File: config.mk
export PLATFORM = sky130hd
export DESIGN_NAME = afx_host
export DESIGN_NICKNAME = d
export VERILOG_FILES = /design/src/rtl/afx_pkg.sv /design/src/rtl/afx_host.sv /design/src/rtl/afx_fifo.sv
export VERILOG_INCLUDE_DIRS = /design/src /design/src/rtl
export SDC_FILE = /design/constraint.sdc
export NUM_CORES = 1
export LEC_CHECK = 0
export ABC_CLOCK_PERIOD_IN_PS = 7300
export CAP_MARGIN = 20
export CORE_ASPECT_RATIO = 1.25
export CORE_UTILIZATION = 58
export DETAILED_ROUTE_END_ITERATION = 10
export DONT_BUFFER_PORTS = 1
export PLACE_DENSITY_LB_ADDON = 0.25
export SKIP_LAST_GASP = 1
export SLEW_MARGIN = 20
export SYNTH_ARGS = -nofsm -noshare
export SYNTH_HDL_FRONTEND = slang
export SYNTH_SLANG_ARGS = --single-unit
File: constraint.sdc
create_clock -name clock -period 7.3 [get_ports clock]
set_clock_uncertainty 0.1 [all_clocks]
set_input_delay 1.46 -clock clock [delete_from_list [all_inputs] [get_ports clock]]
set_output_delay 1.46 -clock clock [all_outputs]
set_load 0.01 [all_outputs]
File: src/rtl/afx_regs.svh
`ifndef AFX_REGS_SVH
`define AFX_REGS_SVH
// Notes on behaviour
// - Escaped mode sends 0x7D then byte XOR 0x20; receiver XORs next byte.
// - Escape exactly 0x7E, 0x7D, 0x11 and 0x13.
// - Length counts unescaped bytes only, never inserted escapes.
// - Checksum covers unescaped contents; escape bytes never summed.
// - Each frame opens at offset 0 with delimiter 0x7E.
// - 16-bit length at offset 1 counts bytes between length and checksum.
// - Type byte at offset 3; 0x00 means 64-bit addressed transmit request.
// - 64-bit destination address starts at offset 5.
// - Host may combine options but drives unused bits zero.
// - Payload from offset 14 to byte before checksum, variable length.
// - Checksum is 0xFF minus low byte of sum from offset 3 on.
// - Mode 0 transparent, 1 framed, 2 framed with escaping.
// - Length sent most significant byte first.
`define AFX_DELIM        8'h7e
`define AFX_ESC          8'h7d
`define AFX_ESC_XOR      8'h20
`define AFX_XON          8'h11
`define AFX_XOFF         8'h13
`define AFX_TYPE_TX64    8'h00
`define AFX_TYPE_STATUS  8'h89
`define AFX_CSUM_BASE    8'hff
`define AFX_OFS_DELIM    4'h0
`define AFX_OFS_LEN_HI   4'h1
`define AFX_OFS_LEN_LO   4'h2
`define AFX_OFS_TYPE     4'h3
`define AFX_OFS_FID      4'h4
`define AFX_OFS_DEST     4'h5
`define AFX_OFS_OPT      4'hd
`define AFX_OPT_LEGAL    8'h05
`define AFX_BCAST_ADDR   64'h0000_0000_0000_ffff
`define AFX_HDR_DATA_LEN 16'h000b
`define AFX_MODE_TRANSP  2'h0
`define AFX_MODE_FRAMED  2'h1
`define AFX_MODE_ESCAPED 2'h2
`define AFX_STAT_MIN_LEN 16'h0003
`endif

File: src/rtl/afx_pkg.sv
package afx_pkg;
    typedef enum logic [2:0] {
        TS_IDLE = 3'h0,
        TS_HDR  = 3'h1,
        TS_PAY  = 3'h3,
        TS_SUM  = 3'h2,
        TS_RAW  = 3'h6
    } afx_tx_state_t;
    typedef enum logic [2:0] {
        RS_WAIT   = 3'h0,
        RS_LEN_HI = 3'h1,
        RS_LEN_LO = 3'h3,
        RS_BODY   = 3'h2,
        RS_SUM    = 3'h6
    } afx_rx_state_t;
endpackage : afx_pkg

File: src/rtl/afx_host.sv
`timescale 1ns/1ns
`include "afx_regs.svh"
module afx_host
    import afx_pkg::*;
#(
    parameter int FIFO_DEPTH = 16
) (
    input  wire logic        clock,
    input  wire logic        rst,
    input  wire logic [1:0]  api_framing_select,
    input  wire logic        req_valid,
    output logic             req_ready,
    input  wire logic [7:0]  req_frame_id,
    input  wire logic [63:0] req_dest,
    input  wire logic        req_broadcast,
    input  wire logic [7:0]  req_options,
    input  wire logic [15:0] req_pay_len,
    input  wire logic        pay_valid,
    output logic             pay_ready,
    input  wire logic [7:0]  pay_data,
    output logic             tx_valid,
    input  wire logic        tx_ready,
    output logic [7:0]       tx_data,
    input  wire logic        rx_valid,
    input  wire logic [7:0]  rx_data,
    output logic             stat_valid,
    output logic [7:0]       stat_frame_id,
    output logic [7:0]       stat_delivery,
    output logic             stat_error
);
    ////////////////////////////////////////////////////////////////////
    afx_tx_state_t ts_q;
    logic [3:0]    idx_q;
    logic [15:0]   len_q;
    logic [15:0]   pay_cnt_q;
    logic [7:0]    fid_q;
    logic [63:0]   dest_sh_q;
    logic [7:0]    opt_q;
    logic [7:0]    sum_q;
    logic          esc_pend_q;
    logic [7:0]    fifo_data;
    logic [7:0]    raw;
    logic          fifo_valid, fifo_pop, have, need_esc;
    logic          load, adv, summed, take;
    afx_fifo #(
        .WIDTH (8),
        .DEPTH (FIFO_DEPTH)
    ) u_fifo (
        .clock     (clock),
        .rst       (rst),
        .in_valid  (pay_valid),
        .in_ready  (pay_ready),
        .in_data   (pay_data),
        .out_valid (fifo_valid),
        .out_ready (fifo_pop),
        .out_data  (fifo_data)
    );

    ////////////////////////////////////////////////////////////////////
    // Raw byte at the current frame position
    always_comb begin
        raw  = 8'h00;
        have = 1'b0;
        case (ts_q)
            TS_HDR: begin
                have = 1'b1;
                case (idx_q)
                    `AFX_OFS_DELIM:  raw = `AFX_DELIM;
                    `AFX_OFS_LEN_HI: raw = len_q[15:8];
                    `AFX_OFS_LEN_LO: raw = len_q[7:0];
                    `AFX_OFS_TYPE:   raw = `AFX_TYPE_TX64;
                    `AFX_OFS_FID:    raw = fid_q;
                    `AFX_OFS_OPT:    raw = opt_q;
                    default:         raw = dest_sh_q[63:56];
                endcase
            end
            TS_PAY, TS_RAW: begin
                have = fifo_valid;
                raw  = fifo_data;
            end
            TS_SUM: begin
                have = 1'b1;
                raw  = `AFX_CSUM_BASE - sum_q;
            end
            default: have = 1'b0;
        endcase
    end
    // Delimiter at offset 0 and transparent bytes are never escaped
    assign need_esc = (api_framing_select == `AFX_MODE_ESCAPED)
                   && (ts_q != TS_RAW)
                   && !(ts_q == TS_HDR && idx_q == `AFX_OFS_DELIM)
                   && (raw == `AFX_DELIM || raw == `AFX_ESC
                    || raw == `AFX_XON || raw == `AFX_XOFF);
    assign load     = !tx_valid || tx_ready;
    assign adv      = load && have && (esc_pend_q || !need_esc);
    assign fifo_pop = adv && (ts_q == TS_PAY || ts_q == TS_RAW);
    assign take     = req_valid && req_ready;
    assign summed   = (ts_q == TS_PAY)
                   || (ts_q == TS_HDR && idx_q >= `AFX_OFS_TYPE);

    ////////////////////////////////////////////////////////////////////
    // Output byte register, escape prefix first
    always_ff @(posedge clock or posedge rst) begin
        if (rst) begin
            tx_valid   <= 1'b0;
            tx_data    <= 8'h00;
            esc_pend_q <= 1'b0;
        end else if (load) begin
            tx_valid <= have;
            if (have && esc_pend_q) begin
                tx_data    <= raw ^ `AFX_ESC_XOR;
                esc_pend_q <= 1'b0;
            end else if (have && need_esc) begin
                tx_data    <= `AFX_ESC;
                esc_pend_q <= 1'b1;
            end else if (have) begin
                tx_data <= raw;
            end
        end
    end
    // Sum on raw bytes only, so escapes never count
    always_ff @(posedge clock or posedge rst) begin
        if (rst) begin
            sum_q <= 8'h00;
        end else if (take) begin
            sum_q <= 8'h00;
        end else if (adv && summed) begin
            sum_q <= sum_q + raw;
        end
    end

    always_ff @(posedge clock or posedge rst) begin
        if (rst) begin
            len_q     <= 16'h0000;
            pay_cnt_q <= 16'h0000;
            fid_q     <= 8'h00;
            dest_sh_q <= 64'h0;
            opt_q     <= 8'h00;
        end else if (take) begin
            len_q     <= `AFX_HDR_DATA_LEN + req_pay_len;
            pay_cnt_q <= req_pay_len;
            fid_q     <= req_frame_id;
            dest_sh_q <= req_broadcast ? `AFX_BCAST_ADDR : req_dest;
            opt_q     <= req_options & `AFX_OPT_LEGAL;
        end else if (adv) begin
            if (ts_q == TS_HDR && idx_q >= `AFX_OFS_DEST
                && idx_q < `AFX_OFS_OPT) begin
                dest_sh_q <= {dest_sh_q[55:0], 8'h00};
            end
            if (ts_q == TS_PAY) begin
                pay_cnt_q <= pay_cnt_q - 16'h0001;
            end
        end
    end
    // Request taken only from idle; ready lags idle by one cycle
    always_ff @(posedge clock or posedge rst) begin
        if (rst) begin
            ts_q      <= TS_IDLE;
            idx_q     <= 4'h0;
            req_ready <= 1'b0;
        end else begin
            req_ready <= 1'b0;
            case (ts_q)
                TS_IDLE: begin
                    idx_q <= 4'h0;
                    if (api_framing_select == `AFX_MODE_TRANSP) begin
                        ts_q <= TS_RAW;
                    end else if (take) begin
                        ts_q <= TS_HDR;
                    end else begin
                        req_ready <= 1'b1;
                    end
                end
                TS_RAW: begin
                    if (api_framing_select != `AFX_MODE_TRANSP) begin
                        ts_q <= TS_IDLE;
                    end
                end
                TS_HDR: begin
                    if (adv) begin
                        idx_q <= idx_q + 4'h1;
                        if (idx_q == `AFX_OFS_OPT) begin
                            ts_q <= (pay_cnt_q == 16'h0000) ? TS_SUM
                                                            : TS_PAY;
                        end
                    end
                end
                TS_PAY: begin
                    if (adv && pay_cnt_q == 16'h0001) begin
                        ts_q <= TS_SUM;
                    end
                end
                TS_SUM: begin
                    if (adv) begin
                        ts_q <= TS_IDLE;
                    end
                end
                default: ts_q <= TS_IDLE;
            endcase
        end
    end

    ////////////////////////////////////////////////////////////////////
    // Status frame receiver
    afx_rx_state_t rs_q;
    logic          rx_esc_q;
    logic [15:0]   rx_len_q;
    logic [15:0]   rx_cnt_q;
    logic [7:0]    rx_sum_q;
    logic [7:0]    rx_type_q;
    logic [7:0]    rx_fid_q;
    logic [7:0]    rx_stat_q;
    logic          restart, esc_in, byte_ok;
    logic [7:0]    val;
    // Framed-plain mode can carry 0x7e as data, so resync only when idle
    assign restart = rx_valid && rx_data == `AFX_DELIM
                  && api_framing_select != `AFX_MODE_TRANSP
                  && (api_framing_select == `AFX_MODE_ESCAPED
                   || rs_q == RS_WAIT);
    assign esc_in  = rx_valid && !rx_esc_q && rx_data == `AFX_ESC
                  && api_framing_select == `AFX_MODE_ESCAPED;
    assign byte_ok = rx_valid && !restart && !esc_in;
    assign val     = rx_esc_q ? (rx_data ^ `AFX_ESC_XOR) : rx_data;

    always_ff @(posedge clock or posedge rst) begin
        if (rst) begin
            rx_esc_q <= 1'b0;
        end else if (rx_valid) begin
            rx_esc_q <= esc_in;
        end
    end

    always_ff @(posedge clock or posedge rst) begin
        if (rst) begin
            rs_q       <= RS_WAIT;
            rx_len_q   <= 16'h0000;
            rx_cnt_q   <= 16'h0000;
            rx_sum_q   <= 8'h00;
            rx_type_q  <= 8'h00;
            rx_fid_q   <= 8'h00;
            rx_stat_q  <= 8'h00;
        end else if (restart) begin
            rs_q     <= RS_LEN_HI;
            rx_cnt_q <= 16'h0000;
            rx_sum_q <= 8'h00;
        end else if (byte_ok) begin
            case (rs_q)
                RS_LEN_HI: begin
                    rx_len_q[15:8] <= val;
                    rs_q           <= RS_LEN_LO;
                end
                RS_LEN_LO: begin
                    rx_len_q[7:0] <= val;
                    rs_q <= ({rx_len_q[15:8], val} == 16'h0000) ? RS_SUM
                                                                : RS_BODY;
                end
                RS_BODY: begin
                    rx_sum_q <= rx_sum_q + val;
                    rx_cnt_q <= rx_cnt_q + 16'h0001;
                    case (rx_cnt_q)
                        16'h0000: rx_type_q <= val;
                        16'h0001: rx_fid_q  <= val;
                        16'h0002: rx_stat_q <= val;
                        default:  rx_stat_q <= rx_stat_q;
                    endcase
                    if (rx_cnt_q + 16'h0001 == rx_len_q) begin
                        rs_q <= RS_SUM;
                    end
                end
                default: rs_q <= RS_WAIT;
            endcase
        end
    end
    // Only a whole, checked status frame reaches the user
    always_ff @(posedge clock or posedge rst) begin
        if (rst) begin
            stat_valid    <= 1'b0;
            stat_error    <= 1'b0;
            stat_frame_id <= 8'h00;
            stat_delivery <= 8'h00;
        end else begin
            stat_valid <= 1'b0;
            stat_error <= 1'b0;
            if (byte_ok && rs_q == RS_SUM) begin
                if (rx_sum_q + val == `AFX_CSUM_BASE
                    && rx_type_q == `AFX_TYPE_STATUS
                    && rx_len_q >= `AFX_STAT_MIN_LEN) begin
                    stat_valid    <= 1'b1;
                    stat_frame_id <= rx_fid_q;
                    stat_delivery <= rx_stat_q;
                end else begin
                    stat_error <= 1'b1;
                end
            end
        end
    end
endmodule : afx_host

File: src/rtl/afx_fifo.sv
`timescale 1ns/1ns
module afx_fifo #(
    parameter int WIDTH = 8,
    parameter int DEPTH = 16
) (
    input  wire logic             clock,
    input  wire logic             rst,
    input  wire logic             in_valid,
    output logic                  in_ready,
    input  wire logic [WIDTH-1:0] in_data,
    output logic                  out_valid,
    input  wire logic             out_ready,
    output logic      [WIDTH-1:0] out_data
);
    localparam int AW = $clog2(DEPTH);

    logic [WIDTH-1:0] mem_q [DEPTH];
    logic [AW-1:0]    wr_ptr_q;
    logic [AW-1:0]    rd_ptr_q;
    logic [AW:0]      count_q;
    logic [AW:0]      count_d;
    logic             push;
    logic             pop;

    assign push      = in_valid && in_ready;
    assign out_valid = (count_q != '0);
    assign pop       = out_valid && out_ready;
    assign out_data  = mem_q[rd_ptr_q];

    always_comb begin
        count_d = count_q;
        if (push && !pop) begin
            count_d = count_q + 1'b1;
        end else if (pop && !push) begin
            count_d = count_q - 1'b1;
        end
    end

    always_ff @(posedge clock) begin
        if (push) begin
            mem_q[wr_ptr_q] <= in_data;
        end
    end

    always_ff @(posedge clock or posedge rst) begin
        if (rst) begin
            wr_ptr_q <= '0;
            rd_ptr_q <= '0;
            count_q  <= '0;
            in_ready <= 1'b0;
        end else begin
            // Registered ready so the top's pay_ready is a flop output
            count_q  <= count_d;
            in_ready <= (count_d != (AW+1)'(DEPTH));
            if (push) begin
                wr_ptr_q <= (wr_ptr_q == AW'(DEPTH-1)) ? '0 : wr_ptr_q + 1'b1;
            end
            if (pop) begin
                rd_ptr_q <= (rd_ptr_q == AW'(DEPTH-1)) ? '0 : rd_ptr_q + 1'b1;
            end
        end
    end
endmodule : afx_fifo

==> qor.txt, run 1 <==
====================================================================================================
Sum of overflow across all layers after global routing                                             0
Total Routed Length                                                                         37740 um
Max-slew violation count                                                                           0
Clock latency of the later-clocked register in the worst-skew pair                           0.53 ns
M2 GR Usage                                                                                   0.4188
Count of mapped cells out of synthesis                                                          1515
Pre-Repair DR Iteration Count                                                                      5
Cell repeated most along the worst path                                                 sky130_fd_sc_hd__nand2_1
Die height                                                                                  195.5 um
Maximum fanout count along the critical path                                                      64
Horizontal extent of the die                                                                156.8 um
Area share of the largest cell type after synthesis                                           0.3341
Num rows                                                                                          70
Global-route track usage on met1                                                              0.3302
Synth Cell Area                                                                          0.01738 mm2
Mapped Avg Cell Area                                                                       11.47 um2
Peak supply drop                                                                           0.2362 mV
Via/cell ratio                                                                                 6.031
Crit end category                                                                           register
Ranking of synthesized cells by instance count                                          232 x sky130_fd_sc_hd__dfrtp_1, 146 x sky130_fd_sc_hd__nand2_1, 128 x sky130_fd_sc_hd__edfxtp_1, 105 x sky130_fd_sc_hd__mux2i_1, 101 x sky130_fd_sc_hd__o21ai_0
1st-iter DRT viols                                                                               815
Share of the cycle needed by the critical path after routing                                  0.7049
RSZ-0062 raised after global routing                                                              no
Final setup violation count                                                                        0
EDFF count, synth                                                                                128
Detail-routed net length per standard cell                                                  19.81 um
Post-DP HPWL                                                                                25570 um
Area of the core                                                                         0.02934 mm2
Syn-to-layout area delta                                                                      8.468%
Critical path startpoint category                                                           register
Via count of the first global-routing pass                                                     11280
Routed via count                                                                               11490
Clock sink count                                                                                 360
Family of cells with the greatest summed delay on the critical path                     simple AND/OR/NAND/NOR gates
# port buffers                                                                                     0
Number of warnings printed during yosys synthesis                                                  0
FF+latch count, synth                                                                            360
CP Data Required Time                                                                        7.57 ns
Clock-pin slew reported for the worst setup and hold paths after clock tree synthesis        0.06 ns
Final layout net count                                                                          1637
Proportion of layout cells with a drive suffix above 1                                       0.09874
Count of unique library cells instantiated by Yosys                                               71
Most area-hungry cell type in the Yosys netlist                                         sky130_fd_sc_hd__dfrtp_1
Met3 usage in global routing                                                                 0.04305
Initial Utilization                                                                           0.5922
Remaining max-slew budget at the tightest pin                                                 0.3071
Synth Flop Type                                                                         sky130_fd_sc_hd__dfrtp_1
Global router's overall resource usage                                                        0.2528
Post-route DRC violation count                                                                     0
Final cell area excluding filler cells                                                   0.01885 mm2
Number of hold buffers added after cts                                                             0
Final Critical Period                                                                       5.146 ns
Number of antenna repair diodes                                                                    0
Max-Cap Viols                                                                                      0
CP cell instances                                                                       mux4_2, nand2_1, a21oi_1, or4_1, xnor2_2, o2bb2ai_2, nand2_1, nand4_1, buf_4, mux2i_1, o21ai_0
Pin slew with the least headroom to its limit                                               1.039 ns
Buf/Inv on CP                                                                                      1
Wire length of the first global-routing pass                                                59920 um
Highest clock rate                                                                         194.3 MHz
Class of the most critical hold timing path                                             register to register
Clock tree from TritonCTS                                                                       done
Buffer depth of the longest clock path                                                             3
Worst-case hold slack                                                                      0.3758 ns
Leakage power summed over all cells                                                         7.954 nW
Clock Tree Root                                                                         sky130_fd_sc_hd__clkbuf_16
Total setup buffers inserted after CTS                                                             0
Cell area reported after detailed placement                                              0.01764 mm2
Cell with the most instances after synthesis                                            sky130_fd_sc_hd__dfrtp_1
Die footprint                                                                            0.03066 mm2
Critical Path AT                                                                             5.41 ns
Top Ports                                                                                        150
Total clock buffers created by CTS                                                                37
Pin count of the biggest net entering global routing                                             123
Setup CP Type                                                                           register to register
Post-Syn Nets                                                                                   1670
Last weighted congestion value of the routability-driven placer                               0.8407
Level count of the clock H-tree                                                                    2
Slowest cell delay on critical path                                                          1.05 ns
Count of cells resized by post-cts repair                                                          0
Crit path max-delay cell type                                                           sky130_fd_sc_hd__dfrtp_2
Setup tns final                                                                                 0 ns
Post-synth ARST share                                                                         0.6444
Run status                                                                              finished, final reports clean
P per Cell Area                                                                         383.5 mW/mm2
Global route hottest layer                                                                      met2
Dominant cells by area after synthesis                                                  sky130_fd_sc_hd__dfrtp_1 33%, sky130_fd_sc_hd__edfxtp_1 22%, sky130_fd_sc_hd__mux2i_1 6.0%
Number of nets with antenna violations after routing                                               0
Number of failing hold endpoints at the final stage                                                0
Number of antenna violations at the first check in global routing                                  0
Sequential area share after synthesis                                                         0.5553
====================================================================================================
layer usage:
layer / vias to the layer above / wire, um
li1: 5422 / -
met1: 5704 / 15670
met2: 282 / 18910
met3: 81 / 1874
met4: 0 / 1279
met5: - / 0
cells in the final DEF, fill, tap and decap left out, drive strengths merged, types with 10 or more instances in the layout:
cell type,n
nor3,36
edfxtp,128
mux4,12
nand4,17
mux2i,105
xnor2,44
nand3b,49
or3,11
nor4,17
inv,34
a211oi,10
clkbuf,60
ha,32
a22oi,23
xor2,46
nor2,84
nand3,44
a21oi,61
nand2,146
dfrtp,232
buf,13
mux2,56
and2,21
o21ai,103
and3,15
cells by family (layout without fill, tap and decap cells):
group | Yosys count | in the layout | share of synthesized area
buf+inv | 119 | 113 | 0.02866
fa+ha+maj | 34 | 34 | 0.02535
simple gates | 483 | 483 | 0.1415
compound gates | 256 | 256 | 0.09109
mux | 173 | 173 | 0.1123
flops | 360 | 360 | 0.5553
xor+xnor | 90 | 90 | 0.04580
power breakdown:
group          leakage (nW)  total (mW)  internal (mW)  switching (mW)
Clock                 0.588        1.86           1.11           0.748
Sequential             4.10        3.12           2.63           0.490
Combinational          3.26        2.26           1.02            1.24
Total                  7.95        7.23           4.75            2.48
through the flow:
step | util | setup slack, ns | power (mW) | std cells
detailed placement | 0.6012 | 2.183 | 5.395 | 1839
finish | 0.6424 | 2.154 | 7.228 | 1905
global route | 0.6424 | 1.849 | 7.672 | 1905
floorplan | - | 2.704 | 4.826 | 1515
CTS | 0.6421 | 2.146 | 7.269 | 1905
global placement | 0.6012 | 2.265 | 5.290 | 1839
worst paths after layout:
| check | startpoint | to | slack (ns) | cells after the start |
|---|---|---|---|---|
| min | fid_q[3] | fid_q[3] | 0.38 | 2 |
| min reg2reg | fid_q[3] | fid_q[3] | 0.38 | 2 |
| min in group asynchronous | rst | dest_sh_q[46] | 0.81 | 1 |
| max reg2reg | u_fifo.rd_ptr_q[0] | dest_sh_q[25] | 2.15 | 11 |
| max in group asynchronous | rst | u_fifo.count_q[1] | 5.11 | 2 |
| max | u_fifo.rd_ptr_q[0] | dest_sh_q[25] | 2.15 | 11 |
area by class of cell:
type                    instances  area (um2)
inverters                      34       131.4
well taps                     396       495.5
repair buffers                 13       117.6
clock inverters                 6       56.30
multi-input cells            1036        7251
clock buffers                  60        1146
flip-flops and latches        360        9651
fillers                      2277       10490
sequential cells by signal (all words and copies together) (netlist names), 16 cells and up:
signal	cells
rx_len_q	16
len_q	16
dest_sh_q	64
pay_cnt_q	16
rx_cnt_q	16
u_fifo.mem_q	128
worst register-to-register path: stages, from the launching register on:
cell and delay [ns]:
sky130_fd_sc_hd__dfrtp_2 1.05, sky130_fd_sc_hd__mux4_2 0.64, sky130_fd_sc_hd__nand2_1 0.09, sky130_fd_sc_hd__a21oi_1 0.10, sky130_fd_sc_hd__or4_1 0.68, sky130_fd_sc_hd__xnor2_2 0.20
sky130_fd_sc_hd__o2bb2ai_2 0.24, sky130_fd_sc_hd__nand2_1 0.41, sky130_fd_sc_hd__nand4_1 0.24, sky130_fd_sc_hd__buf_4 0.80, sky130_fd_sc_hd__mux2i_1 0.35, sky130_fd_sc_hd__o21ai_0 0.10
Note: power is estimated with default switching activity, not from simulation.
==> run 2: changes to the inputs <==
- ABC_AREA: default -> 1
- ABC_CLOCK_PERIOD_IN_PS: 7300 -> 4960
- CORE_UTILIZATION: 58 -> 64
- clock period: 7.3 -> 4.96 ns (I/O delays scaled with it)
==> run 2 against run 1 <==
- flip-flop and latch count unchanged
- cell area up 1.1%
- clock power up 48%
- largest power group unchanged
==> qor.txt, run 2 <==
====================================================================================================
Run status                                                                              finished, final reports clean
Clock Tree Root                                                                         sky130_fd_sc_hd__clkbuf_16
Most common library cell in the layout ignoring fill and taps                           sky130_fd_sc_hd__nand2_1
# port buffers                                                                                     0
Area of the core                                                                         0.02699 mm2
Dominant cells by area after synthesis                                                  sky130_fd_sc_hd__dfrtp_1 33%, sky130_fd_sc_hd__edfxtp_1 22%, sky130_fd_sc_hd__nand2_1 10%
Routed via count                                                                               13920
Pre-Repair DR Iteration Count                                                                      5
Cell with the most instances after synthesis                                            sky130_fd_sc_hd__nand2_1
Final Critical Period                                                                       4.203 ns
Critical path startpoint category                                                           register
Number of nets with antenna violations after routing                                               0
P per Cell Area                                                                         610.3 mW/mm2
Count of unique library cells instantiated by Yosys                                               52
Ranking of synthesized cells by instance count                                          493 x sky130_fd_sc_hd__nand2_1, 233 x sky130_fd_sc_hd__inv_1, 232 x sky130_fd_sc_hd__dfrtp_1, 181 x sky130_fd_sc_hd__nand3_1, 178 x sky130_fd_sc_hd__nor2_1
Post-route DRC violation count                                                                     0
Last weighted congestion value of the routability-driven placer                               0.9086
Wire length of the first global-routing pass                                                68520 um
Peak supply drop                                                                           0.3380 mV
Final layout net count                                                                          2147
Num rows                                                                                          67
Total Routed Length                                                                         42930 um
Global router's overall resource usage                                                        0.3103
Number of failing hold endpoints at the final stage                                                0
Via/cell ratio                                                                                 5.889
Remaining max-slew budget at the tightest pin                                                 0.3267
Post-DP HPWL                                                                                28790 um
Highest clock rate                                                                         237.9 MHz
1st-iter DRT viols                                                                              1066
Max-Cap Viols                                                                                      0
Largest register FFs                                                                             128
Setup CP Type                                                                           register to register
Clock latency of the later-clocked register in the worst-skew pair                           0.53 ns
Clock tree from TritonCTS                                                                       done
Filler cells                                                                                    2040
Final setup violation count                                                                        0
Post-Syn Nets                                                                                   2173
Count of mapped cells out of synthesis                                                          2018
Initial Utilization                                                                           0.6546
Maximum fanout count along the critical path                                                      33
Detail-routed net length per standard cell                                                  18.17 um
Via count of the first global-routing pass                                                     13710
Top Ports                                                                                        150
Number of hold buffers added after cts                                                             0
Proportion of layout cells with a drive suffix above 1                                       0.05203
Buffer depth of the longest clock path                                                             3
Pin count of the biggest net entering global routing                                             171
Most area-hungry cell type in the Yosys netlist                                         sky130_fd_sc_hd__dfrtp_1
Horizontal extent of the die                                                                150.6 um
Clock sink count                                                                                 360
Share of the cycle needed by the critical path after routing                                  0.8473
Mapped Avg Cell Area                                                                       8.756 um2
Number of antenna repair diodes                                                                    0
Die footprint                                                                            0.02828 mm2
Syn-to-layout area delta                                                                      7.804%
Clock-pin slew reported for the worst setup and hold paths after clock tree synthesis        0.06 ns
Class of the most critical hold timing path                                             input port to asynchronous set/reset pin
Synth Cell Area                                                                          0.01767 mm2
Number of antenna violations at the first check in global routing                                  0
Total setup buffers inserted after CTS                                                             0
Register with the most flip-flops                                                       u_fifo.mem_q
RSZ-0062 raised after global routing                                                              no
Worst-case hold slack                                                                      0.1274 ns
Count of cells resized by post-cts repair                                                          0
Fraction of the core area covered by cells at the end of the flow                             0.7057
Critical Path AT                                                                             4.56 ns
Most used cells in the layout excluding fill and tap cells                              492 x sky130_fd_sc_hd__nand2_1, 231 x sky130_fd_sc_hd__inv_1, 231 x sky130_fd_sc_hd__dfrtp_1
Number of warnings printed during yosys synthesis                                                  0
Area share of the largest cell type after synthesis                                           0.3286
EDFF count, synth                                                                                128
Die height                                                                                  187.8 um
Synth Flop Type                                                                         sky130_fd_sc_hd__dfrtp_1
Sequential area share after synthesis                                                         0.5461
Post-synth ARST share                                                                         0.6444
Largest registers in the final layout                                                   u_fifo.mem_q x128, dest_sh_q x64
Setup tns final                                                                                 0 ns
FF+latch count, synth                                                                            360
Level count of the clock H-tree                                                                    2
Max-slew violation count                                                                           0
Leakage power summed over all cells                                                         8.602 nW
CP Data Required Time                                                                        5.32 ns
Pin slew with the least headroom to its limit                                               1.003 ns
Crit end category                                                                           register
Total clock buffers created by CTS                                                                37
Sum of overflow across all layers after global routing                                             0
====================================================================================================
-- run 2: stage by stage --
stage	setup slack (ns)	power, mW	cell area [um2]	cells
2_1_floorplan	0.8321	7.727	17670	2018
3_3_place_gp	0.9433	8.611	17860	2298
3_5_place_dp	0.8476	8.810	17860	2298
4_1_cts	0.8114	11.61	19050	2363
5_1_grt	0.3114	12.41	19050	2363
6_report	0.7572	11.63	19050	2363
-- run 2: final timing paths --
| kind | start | to | slack, ns | depth (start not counted) |
|---|---|---|---|---|
| worst max-delay path | idx_q[2] | dest_sh_q[10] | 0.76 | 20 |
| worst min-delay path | rst | u_fifo.in_ready | 0.13 | 1 |
| worst max register to register | idx_q[2] | dest_sh_q[10] | 0.76 | 20 |
| worst min register to register | rx_stat_q[3] | stat_delivery[3] | 0.37 | 2 |
| max in group asynchronous | rst | stat_error | 3.48 | 2 |
| min in group clock | rx_stat_q[3] | stat_delivery[3] | 0.37 | 2 |
-- run 2: kinds of logic after synthesis --
family	share of synthesized area
AO/OA/AOI/OAI	0.1074
XOR/XNOR	0.02330
AND/OR/NAND/NOR	0.2244
buffers and inverters	0.07386
adder cells (fa/ha/maj)	0.02493
flip-flops	0.5461
-- run 2: worst max-delay path, stage by stage, from the launching register on --
cell	delay, ns
sky130_fd_sc_hd__dfrtp_1	0.55
sky130_fd_sc_hd__nor2_2	0.50
sky130_fd_sc_hd__nand2_1	0.20
sky130_fd_sc_hd__nand2_1	0.16
sky130_fd_sc_hd__nor2_4	0.09
sky130_fd_sc_hd__nand2_1	0.06
sky130_fd_sc_hd__nand2_1	0.05
sky130_fd_sc_hd__a21oi_1	0.25
sky130_fd_sc_hd__nand2_2	0.14
sky130_fd_sc_hd__nand2_1	0.08
sky130_fd_sc_hd__o21ai_0	0.08
sky130_fd_sc_hd__nand2_1	0.08
sky130_fd_sc_hd__nor2_2	0.04
sky130_fd_sc_hd__nand3_2	0.12
sky130_fd_sc_hd__nand2_4	0.11
sky130_fd_sc_hd__inv_4	0.24
sky130_fd_sc_hd__nand2_4	0.24
sky130_fd_sc_hd__nand2_4	0.32
sky130_fd_sc_hd__buf_4	0.38
sky130_fd_sc_hd__o311ai_0	0.20
sky130_fd_sc_hd__o21ai_0	0.11
-- run 2: per-layer routing --
layer  global-route usage  vias to the layer above  wire (um)
met3              0.04988                      103       3187
met2               0.5424                      523      21920
met4               0.1288                        0       1559
li1                     -                     6653          -
met5                    0                        -          0
met1               0.3782                     6637      16270
-- run 2: power by group --
part / total [mW] / internal [mW] / switching [mW]
registers: 4.49 / 3.91 / 0.571
logic: 4.38 / 1.47 / 2.91
clock network: 2.76 / 1.60 / 1.16
total: 11.6 / 6.99 / 4.64
-- run 2: final cells by class --
type / count / area [um2] / share of cell area
sequential: 360 / 9651 / 0.5066
inverter: 243 / 919.6 / 0.04828
timing repair buffer: 16 / 145.1 / 0.007620
tap: 345 / 431.7 / 0.02266
multi-input combinational: 1334 / 6718 / 0.3527
clock buffer: 51 / 1018 / 0.05347
clock inverter: 14 / 165.2 / 0.008670
